$ cat config.mk
export PLATFORM = sky130hd
export DESIGN_NAME = pas_top
export DESIGN_NICKNAME = d
export VERILOG_FILES = /design/src/verilog/pas_pkg.sv /design/src/verilog/pas_top.sv
export VERILOG_INCLUDE_DIRS = /design/src /design/src/verilog
export SDC_FILE = /design/constraint.sdc
export NUM_CORES = 1
export LEC_CHECK = 0
export ABC_AREA = 1
export BUFFER_PORTS_ARGS = -buffer_cell sky130_fd_sc_hd__buf_2
export CAP_MARGIN = 20
export CORE_ASPECT_RATIO = 2
export CORE_MARGIN = 3
export CORE_UTILIZATION = 55
export CTS_CLUSTER_DIAMETER = 200
export CTS_CLUSTER_SIZE = 10
export DETAILED_ROUTE_END_ITERATION = 7
export PLACE_DENSITY_LB_ADDON = 0.05
export SETUP_SLACK_MARGIN = 0.15
export SLEW_MARGIN = 20
export SYNTH_ARGS = -nofsm -noshare
export SYNTH_HDL_FRONTEND = slang
export SYNTH_SLANG_ARGS = --single-unit
export TNS_END_PERCENT = 50
$ cat constraint.sdc
create_clock -name clk_sys_in -period 4.45 [get_ports clk_sys_in]
set_clock_uncertainty 0.05 [all_clocks]
set_input_delay 1.335 -clock clk_sys_in [delete_from_list [all_inputs] [get_ports clk_sys_in]]
set_output_delay 1.335 -clock clk_sys_in [all_outputs]
set_load 0.05 [all_outputs]
$ cat src/verilog/pas_consts.svh
// Constants for the amplifier stage enable and edge sloping block.
// Assumes a Wishbone slave with 32-bit data and 8-bit registers in the low byte.
`ifndef PAS_CONSTS_SVH
`define PAS_CONSTS_SVH

// Register indexes; the byte address is four times the index.
`define PAS_IDX_TX_CFG0 6'h04
`define PAS_IDX_TX_CFG1 6'h05
`define PAS_IDX_SLOPE_DIV 6'h19
`define PAS_IDX_POW_CFG0 6'h1a
`define PAS_IDX_STATUS 6'h30

// Reset values.
`define PAS_RST_TX_CFG0 8'h06
`define PAS_RST_TX_CFG1 8'h25
`define PAS_RST_SLOPE_DIV 8'h80
`define PAS_RST_POW_CFG0 8'h00

// Field positions.
`define PAS_BIT_FAILSAFE_DIS 4
`define PAS_BIT_SLOPE_EN 4
`define PAS_BIT_CMD 7
`define PAS_SET2_HI 7
`define PAS_SET2_LO 5
`define PAS_SET1_HI 4
`define PAS_SET1_LO 2
`define PAS_DIVHI_HI 1
`define PAS_DIVHI_LO 0

// Stage layout: group 0 holds stages 0 to 8, group 1 stage 9, group 2 stage 10.
`define PAS_NUM_STAGES 11
`define PAS_LEVEL_MAX 4'h0b
`define PAS_GROUP0_LAST 8
`define PAS_GROUP1_STAGE 9

`endif

$ cat src/verilog/pas_pkg.sv
// Types for the amplifier stage enable and edge sloping block.
// Assumes pas_consts.svh is included by the design files that need numbers.
package pas_pkg;

	typedef enum logic [1:0] {
		PAS_STEADY = 2'b00,
		PAS_RISE = 2'b01,
		PAS_FALL = 2'b10
	} pas_ramp_t;

endpackage

$ cat src/verilog/pas_top.sv
// Stage enable and ASK edge sloping control for a three-group power amplifier.
// Assumes synchronous inputs on the reference oscillator clock and a classic Wishbone master.
// Function
// - Fail-safe shutdown armed while its disable bit is 0, inactive at 1.
// - Edge sloping happens only when the sloping enable bit is 1.
// - Divider is low byte register plus bits 1:0 of power config 0.
// - Division ratio is the 10-bit code plus one.
// - Setting 2 group pattern sits in bits 7:5 of power config 0.
// - Setting 1 group pattern sits in bits 4:2 of power config 0.
// - Pattern bit n enables amplifier group n when 1.
// - Ratio oscillator cycles pass between successive stage switches.
// - Power level 1 uses setting 1, level 2 uses setting 2.
// - Armed fail-safe switches all drivers off on an error event.
`timescale 1ns/1ps
`include "pas_consts.svh"

module pas_top (
	// Clock and reset
	input wire logic clk_sys_in,
	input wire logic rst_n_in,
	// Wishbone slave
	input wire logic wb_cyc_in,
	input wire logic wb_stb_in,
	input wire logic wb_we_in,
	input wire logic [7:0] wb_adr_in,
	input wire logic [3:0] wb_sel_in,
	input wire logic [31:0] wb_dat_in,
	output logic [31:0] wb_dat_out,
	output logic wb_ack_out,
	// Transmit control
	input wire logic ask_data_in,
	input wire logic power_level2_sel_in,
	input wire logic error_event_in,
	// Amplifier drive
	output logic [2:0] pa_group_en_out,
	output logic [10:0] pa_stage_en_out,
	output logic failsafe_shutdown_out
);

	logic [7:0] tx_cfg0;
	logic [7:0] tx_cfg1;
	logic [7:0] slope_div_low;
	logic [7:0] pow_cfg0;
	logic [7:0] next_tx_cfg0;
	logic [7:0] next_tx_cfg1;
	logic [7:0] next_slope_div_low;
	logic [7:0] next_pow_cfg0;
	logic [31:0] next_wb_dat;
	logic next_wb_ack;

	pas_pkg::pas_ramp_t ramp_state;
	pas_pkg::pas_ramp_t next_ramp_state;
	logic [3:0] level;
	logic [3:0] next_level;
	logic [9:0] div_cnt;
	logic [9:0] next_div_cnt;
	logic [2:0] next_group_en;
	logic [10:0] next_stage_en;
	logic next_shutdown;

	logic [5:0] reg_idx;
	logic wr_commit;
	logic failsafe_disable;
	logic edge_sloping_enable;
	logic [9:0] sloping_divider;
	logic [2:0] group_enable_set1;
	logic [2:0] group_enable_set2;
	logic [2:0] group_sel;
	logic [3:0] target_level;
	logic [10:0] stage_mask;
	logic [10:0] stage_below;

	assign reg_idx = wb_adr_in[7:2];
	// A write lands at the edge where the master sees ack high.
	assign wr_commit = wb_cyc_in & wb_stb_in & wb_we_in & wb_ack_out & wb_sel_in[0];

	assign failsafe_disable = tx_cfg0[`PAS_BIT_FAILSAFE_DIS];
	assign edge_sloping_enable = tx_cfg1[`PAS_BIT_SLOPE_EN];
	assign sloping_divider = {pow_cfg0[`PAS_DIVHI_HI:`PAS_DIVHI_LO], slope_div_low};
	assign group_enable_set2 = pow_cfg0[`PAS_SET2_HI:`PAS_SET2_LO];
	assign group_enable_set1 = pow_cfg0[`PAS_SET1_HI:`PAS_SET1_LO];
	assign group_sel = power_level2_sel_in ? group_enable_set2 : group_enable_set1;
	assign target_level = ask_data_in ? `PAS_LEVEL_MAX : 4'h0;

	// Stages of a disabled group stay off even while the level passes them.
	// The ladder lights group 0 first, so a lone upper group only turns on near full level.
	// Group to stage map
	genvar gi;
	generate
		for (gi = 0; gi < `PAS_NUM_STAGES; gi = gi + 1) begin : g_stage
			if (gi <= `PAS_GROUP0_LAST) begin : g_grp0
				assign stage_mask[gi] = group_sel[0];
			end else if (gi == `PAS_GROUP1_STAGE) begin : g_grp1
				assign stage_mask[gi] = group_sel[1];
			end else begin : g_grp2
				assign stage_mask[gi] = group_sel[2];
			end
			assign stage_below[gi] = (next_level > 4'(gi));
		end
	endgenerate

	// Register file group.
	always_comb begin
		next_tx_cfg0 = tx_cfg0;
		next_tx_cfg1 = tx_cfg1;
		next_slope_div_low = slope_div_low;
		next_pow_cfg0 = pow_cfg0;
		if (wr_commit) begin
			case (reg_idx)
				`PAS_IDX_TX_CFG0: begin
					next_tx_cfg0 = wb_dat_in[7:0];
				end
				`PAS_IDX_TX_CFG1: begin
					next_tx_cfg1 = wb_dat_in[7:0];
				end
				`PAS_IDX_SLOPE_DIV: begin
					next_slope_div_low = wb_dat_in[7:0];
				end
				`PAS_IDX_POW_CFG0: begin
					next_pow_cfg0 = wb_dat_in[7:0];
				end
				default: begin
					// Writes to unmapped or read-only indexes are dropped.
					next_tx_cfg0 = tx_cfg0;
				end
			endcase
		end
		// Command bits are not stored here, so they read back as zero.
		next_tx_cfg0[`PAS_BIT_CMD] = 1'b0;
		next_tx_cfg1[`PAS_BIT_CMD] = 1'b0;
	end

	always_ff @(posedge clk_sys_in) begin
		if (!rst_n_in) begin
			tx_cfg0 <= `PAS_RST_TX_CFG0;
			tx_cfg1 <= `PAS_RST_TX_CFG1;
			slope_div_low <= `PAS_RST_SLOPE_DIV;
			pow_cfg0 <= `PAS_RST_POW_CFG0;
		end else begin
			tx_cfg0 <= next_tx_cfg0;
			tx_cfg1 <= next_tx_cfg1;
			slope_div_low <= next_slope_div_low;
			pow_cfg0 <= next_pow_cfg0;
		end
	end

	// Bus answer group. Ack is registered to keep the bus timing clean, which costs one wait state
	// on every access; the ack bit itself blocks a back-to-back ack, so a request that is still held is acked every other cycle.
	always_comb begin
		next_wb_ack = wb_cyc_in & wb_stb_in & ~wb_ack_out;
		next_wb_dat = 32'h0000_0000;
		if (next_wb_ack && !wb_we_in) begin
			case (reg_idx)
				`PAS_IDX_TX_CFG0: begin
					next_wb_dat = {24'h00_0000, tx_cfg0};
				end
				`PAS_IDX_TX_CFG1: begin
					next_wb_dat = {24'h00_0000, tx_cfg1};
				end
				`PAS_IDX_SLOPE_DIV: begin
					next_wb_dat = {24'h00_0000, slope_div_low};
				end
				`PAS_IDX_POW_CFG0: begin
					next_wb_dat = {24'h00_0000, pow_cfg0};
				end
				`PAS_IDX_STATUS: begin
					next_wb_dat = {24'h00_0000, failsafe_shutdown_out, pa_group_en_out, level};
				end
				default: begin
					next_wb_dat = 32'h0000_0000;
				end
			endcase
		end
	end

	always_ff @(posedge clk_sys_in) begin
		if (!rst_n_in) begin
			wb_ack_out <= 1'b0;
			wb_dat_out <= 32'h0000_0000;
		end else begin
			wb_ack_out <= next_wb_ack;
			wb_dat_out <= next_wb_dat;
		end
	end

	// Stage ramp group. The level counts how many stages of the ladder it has passed, whether or not they are on.
	always_comb begin
		next_ramp_state = ramp_state;
		next_level = level;
		next_div_cnt = 10'h000;
		if (!edge_sloping_enable) begin
			next_level = target_level;
			next_ramp_state = pas_pkg::PAS_STEADY;
		end else begin
			case (ramp_state)
				pas_pkg::PAS_STEADY: begin
					if (target_level > level) begin
						next_ramp_state = pas_pkg::PAS_RISE;
					end else if (target_level < level) begin
						next_ramp_state = pas_pkg::PAS_FALL;
					end else begin
						next_ramp_state = pas_pkg::PAS_STEADY;
					end
				end
				pas_pkg::PAS_RISE, pas_pkg::PAS_FALL: begin
					// A data edge mid-ramp turns the ramp round from where it stands.
					if (target_level == level) begin
						next_ramp_state = pas_pkg::PAS_STEADY;
					end else if (div_cnt == sloping_divider) begin
						if (target_level > level) begin
							next_level = level + 4'h1;
							next_ramp_state = pas_pkg::PAS_RISE;
						end else begin
							next_level = level - 4'h1;
							next_ramp_state = pas_pkg::PAS_FALL;
						end
					end else begin
						// The count runs on through a reversal, so a turned ramp keeps its pace.
						next_div_cnt = div_cnt + 10'h001;
					end
				end
				default: begin
					next_ramp_state = pas_pkg::PAS_STEADY;
				end
			endcase
		end
	end

	always_ff @(posedge clk_sys_in) begin
		if (!rst_n_in) begin
			ramp_state <= pas_pkg::PAS_STEADY;
			level <= 4'h0;
			div_cnt <= 10'h000;
		end else begin
			ramp_state <= next_ramp_state;
			level <= next_level;
			div_cnt <= next_div_cnt;
		end
	end

	// Drive group. Shutdown follows the error level while the disable bit is 0, with no latch; the flags that remember an error
	// live outside this block, so clearing them is what lets the drivers come back.
	// The outputs use the next level so that stage enables land on the same edge as the level.
	always_comb begin
		next_shutdown = error_event_in & ~failsafe_disable;
		next_group_en = group_sel;
		next_stage_en = stage_mask & stage_below;
		if (next_shutdown) begin
			next_group_en = 3'h0;
			next_stage_en = 11'h000;
		end
	end

	always_ff @(posedge clk_sys_in) begin
		if (!rst_n_in) begin
			pa_group_en_out <= 3'h0;
			pa_stage_en_out <= 11'h000;
			failsafe_shutdown_out <= 1'b0;
		end else begin
			pa_group_en_out <= next_group_en;
			pa_stage_en_out <= next_stage_en;
			failsafe_shutdown_out <= next_shutdown;
		end
	end

endmodule

### Yosys cells after proc, flatten, opt, wreduce, memory -nomap -nowiden

Index checks and enable logic that the tools add are counted.

| word-level totals | value |
|---|---|
| register bits | 96 |
| output and inout bits | 48 |
| input port bits | 52 |
| logic and storage cells | 78 |

| operators by class | value |
|---|---|
| $lt $le $gt $ge | 13 |
| eq/ne operators | 10 |
| add/sub/neg operators | 3 |
| reduce and logical (&&, ||, !) cells | 12 |
| muxes and demuxes | 14 |
| bitwise logic cells | 12 |

Operator list:

| operator | count |
|---|---|
| $pmux W8 S5 | 1 |
| $mux W4 | 6 |
| $gt A4 B3 Y1 const B | 4 |
| $eq A6 B3 Y1 const B | 2 |
| $eq A6 B5 Y1 const B | 2 |
| $gt A4 B4 Y1 const B | 3 |
| $reduce_and A2 Y1 | 6 |
| $and A11 B11 Y11 | 1 |
| $add A10 B1 Y10 const B | 1 |
| $eq A10 B10 Y1 | 1 |
| $mux W2 | 5 |
| $gt A4 B1 Y1 const B | 2 |
| $gt A4 B2 Y1 const B | 2 |
| $and A1 B1 Y1 | 6 |
| $eq A6 B6 Y1 const B | 1 |
| $not A1 Y1 | 5 |
| $reduce_or A5 Y1 | 1 |
| $add A4 B1 Y4 const B | 1 |
| $eq A4 B4 Y1 | 1 |
| $gt A4 B4 Y1 | 1 |
| $lt A4 B4 Y1 | 1 |
| $pmux W2 S2 | 1 |
| $reduce_or A2 Y1 | 2 |
| $sub A4 B1 Y4 const B | 1 |
| 7 further kinds | 7 |

### Logic depth before layout (Yosys ltp)

| depth | value |
|---|---|
| depth in word-level cells | 9 |
| depth in mapped cells | 22 |

### Worst setup path after synthesis

OpenSTA, ideal clock, no wires.

| path | value |
|---|---|
| path kind | input to register |
| from | in ask_data_in |
| to | reg pa_stage_en_out[0] |
| stages on the path | 19 |
| arrival | 3.175 ns |
| required time | 4.280 ns |
| setup slack | 1.105 ns |
| setup time | 0.120 ns |
| cell sequence | ha_1 inv_1 nor2_1 nand2_1 nand2_1 nand2_1 ha_1 nand2_1 nand2_1 nor2_1 inv_1 nand2_1 nand2_1 inv_1 nand3_1 nand3_2 nand2_2 nor2_2 a21oi_1 |

| between the ends | value |
|---|---|
| cells in the longest elaborated chain, start to end | 9 |

Ends and longest elaborated chain:

| what | RTL line | text |
|---|---|---|
| from (decl) | pas_top.sv:31 | `input wire logic ask_data_in,` |
| $mux W4 * | pas_top.sv:83 | `` assign target_level = ask_data_in ? `PAS_LEVEL_MAX : 4'h0; `` |
| $gt A4 B4 Y1 | pas_top.sv:210 | `if (target_level > level) begin` |
| $mux W4 | pas_top.sv:210 |  |
| $mux W4 | pas_top.sv:209 | `end else if (div_cnt == sloping_divider) begin` |
| $mux W4 | pas_top.sv:207 | `if (target_level == level) begin` |
| $mux W4 | pas_top.sv:195 | `case (ramp_state)` |
| $mux W4 * | pas_top.sv:191 | `if (!edge_sloping_enable) begin` |
| $gt A4 B1 Y1 * | pas_top.sv:98 | `assign stage_below[gi] = (next_level > 4'(gi));` |
| $and A11 B11 Y11 * | pas_top.sv:247 | `next_stage_en = stage_mask & stage_below;` |
| to (signal assigned) | pas_top.sv:261 | `pa_stage_en_out <= next_stage_en;` |
| to (decl) | pas_top.sv:36 | `output logic [10:0] pa_stage_en_out,` |

Mark *: on every way between the ends. The rest lies on a longest branch, timed or not.
A chain may end at the register's enable or synchronous reset.

### Final worst setup path

Ends and elaborated chain as after synthesis.

==> impl_metrics.yaml <==
final_layout:
  layout_commonest_cell: "nand2_1"
  syn2layout_area_growth_pct: 14.1
  stdcell_area_mm2: 0.00380
  final_cells: 568
  diodes: 0
  final_cell_mix: "nand2_1 (96), dfxtp_1 (70), inv_1 (68)"
  layout.nets: 565
  drive_gt1_share_pct: 15.8
worst_hold_path:
  whs_path_depth: 1
  whs_endpoint: "wb_ack_out$_SDFF_PN0_"
  hold_path_startpoint: "wb_ack_out$_SDFF_PN0_"
  hold_class: "flip-flop to flip-flop"
synthesis:
  ys_ff_latch: 70
  synthCells: 455
  ys_top_cells_by_area: "dfxtp_1 (42%), nand2_1 (11%), inv_1 (7.7%), buf_4 (5.4%), a21oi_1 (5.3%)"
  synth_cell_type_count: 34
  synth_ff_type: "dfxtp_1"
  synth_edf_count: 0
  synth_top_area_share_pct: 42.1
  ys_seq_area_share_pct: 42.1
  postSynthAreaPerCell_um2: 7.32
  yosysWarnings: 0
  ys_async_sr_fraction_pct: 0
  yosysTopAreaCell: "dfxtp_1"
  synth_area_mm2: 0.00333
cts:
  holdBufCountCts: 0
  clock_latency_ns: 0.33
  max-clock-path-buffers: 2
  cts_buffers: 9
  root_buffer: "clkbuf_16"
  cts.sinks: 70
  post-cts-setup-buffer-count: 0
  clkTransAtPathRegs_ns: 0.05
  cts_resized: 0
  cts_max_level: 3
  cts_tree: "built"
timing:
  hold_violations: 0
  tns_ns: 0
  clock.fmax_ghz: 0.288
  slew_headroom_pct: 40.7
  period_minus_slack_ns: 3.47
  report.final.slew_viol_count: 0
  setup_violations: 0
  grt_setup_unrepaired: "no"
  worst_pin_slew_ns: 0.886
  fin_crit_sh_pct: 77.9
placement:
  hpwl_um: 5960
  port_buffers: 46
  place_inst: 554
  dpl_cell_area_mm2: 0.00351
  place.gp.congestion: 0.926
worst_setup_path:
  path_max_fanout: 5
  rr_endpoint: "pa_stage_en_out[0]$_SDFF_PP0_"
  worstPathRequired_ns: 4.61
  crit_start: "ask_data_in"
  criticalPathCategory: "input port to flip-flop"
  critPathArrivalTime_ns: 3.63
  start_kind: "input port"
  r2r_cells: 20
  cp-end-kind: "flip-flop"
  r2r_start: "level[1]$_SDFF_PN0_"
  reg2reg_slack_ns: 1.66
floorplan:
  start_util_pct: 57.4
  chipHeight_um: 116
  num_io_pins: 100
  die_area_mm2: 0.00708
  core_mm2: 0.00581
  die_w_um: 61.0
  row_count: 39
global_route:
  grt_pass1_vias: 2754
  grt_max_degree: 34
  grt_pass1_wl_um: 12400
  overflow: 0
  track_usage_pct: 23.8
  antenna_found_initial: 0
detailed_routing:
  dr_total_vias: 2924
  postRouteAntennaNets: 0
  drtIter0Drc: 150
  drt-pass1-iter-count: 4
  drt_wl_total_um: 7700
  wire_per_inst_um: 13.6
  post-route-drc-count: 0
  viasPerCell: 5.15
power_and_ir_drop:
  vdd_drop_max_mv: 0.310
  power_density_mw_per_mm2: 378
  p_leak_uw: 0.00186
job:
  maxCapViolations: 0
run_status:
  outcome: "completed"
-- layer usage --
layer / GRT usage (%) / vias up / part of all wire (%)
li1: - / 1502 / -
met1: 25.5 / 1327 / 38
met2: 41.6 / 75 / 54
met3: 3.90 / 20 / 4.1
met4: 14.3 / 0 / 4.0
met5: 0 / - / 0
-- per-stage QoR --
stage	hold WS [ns]	total power (µW)	utilization (%)	setup WS [ns]
5_1_grt	0.428	1480	65.5	0.726
2_1_floorplan	0.380	749	-	1.10
6_report	0.411	1440	65.5	0.982
4_1_cts	0.414	1450	65.5	0.962
3_5_place_dp	0.405	758	60.5	0.620
3_3_place_gp	0.390	757	60.5	0.669
-- power by group --
| part | leakage [µW] | internal [µW] | switching (µW) | total [µW] |
|---|---|---|---|---|
| Combinational | 0.00115 | 23.3 | 90.6 | 114 |
| Sequential | 0.000565 | 630 | 2.02 | 632 |
| Clock | 0.000144 | 441 | 252 | 693 |
-- kinds of logic (layout without fill, tap and decap cells) --
logic type / after synthesis / in the layout / synth area share [%]
compound gates: 90 / 90 / 15.4
fa+ha+maj: 9 / 9 / 3.61
simple gates: 175 / 175 / 22.8
xor+xnor: 5 / 5 / 1.31
buf+inv: 105 / 134 / 14.6
flops: 70 / 70 / 42.1
other cells: 1 / 24 / 0.113
-- critical path, cell delays in order --
cell and delay (ns):
buf_2 0.13, ha_1 0.28, inv_1 0.03, nor2_1 0.11, nand2_1 0.06, nand2_1 0.09
nand2_1 0.14, ha_1 0.36, nand2_1 0.08, nand2_1 0.04, nor2_1 0.13, inv_1 0.05
nand2_1 0.06, nand2_1 0.07, inv_1 0.08, nand3_1 0.09, nand3_2 0.12, nand2_2 0.11
nor2_2 0.15, a21oi_1 0.09
-- cells in the mapped netlist (7+ instances only) --
cell type,n
nor2_1,38
a221oi_1,7
o21ai_0,31
inv_1,68
dfxtp_1,70
nand3_1,10
buf_4,24
nor3_1,10
o211ai_1,7
a21oi_1,35
ha_1,8
nand2_1,96
-- layout make-up --
type | instances | area (µm²)
timing repair buffer | 46 | 230
sequential | 70 | 1400
clock inverter | 4 | 48.8
inverter | 74 | 278
multi-input combinational | 303 | 1530
fill | 545 | 2000
tap | 61 | 76.3
clock buffer | 10 | 239
-- registers in the layout (all words and copies together), names as in the netlist --
name,count
wb_dat_out,8
div_cnt,10
tx_cfg0,7
level,4
pa_group_en_out,3
tx_cfg1,7
pa_stage_en_out,11
wb_ack_out,1
slope_div_low,8
failsafe_shutdown_out,1
pow_cfg0,8
ramp_state,2
-- how the worst max path moves through the flow --
stage,to,slack (ns),cells past startpoint
floorplan,pa_stage_en_out[0]$_SDFF_PP0_,1.10,19
global placement,pa_stage_en_out[0]$_SDFF_PP0_,0.67,20
detailed placement,pa_stage_en_out[0]$_SDFF_PP0_,0.62,20
CTS,pa_stage_en_out[0]$_SDFF_PP0_,0.96,20
global route,pa_stage_en_out[4]$_SDFF_PP0_,0.73,20
finish,pa_stage_en_out[0]$_SDFF_PP0_,0.98,20
Note: power is estimated with default switching activity, not from simulation.
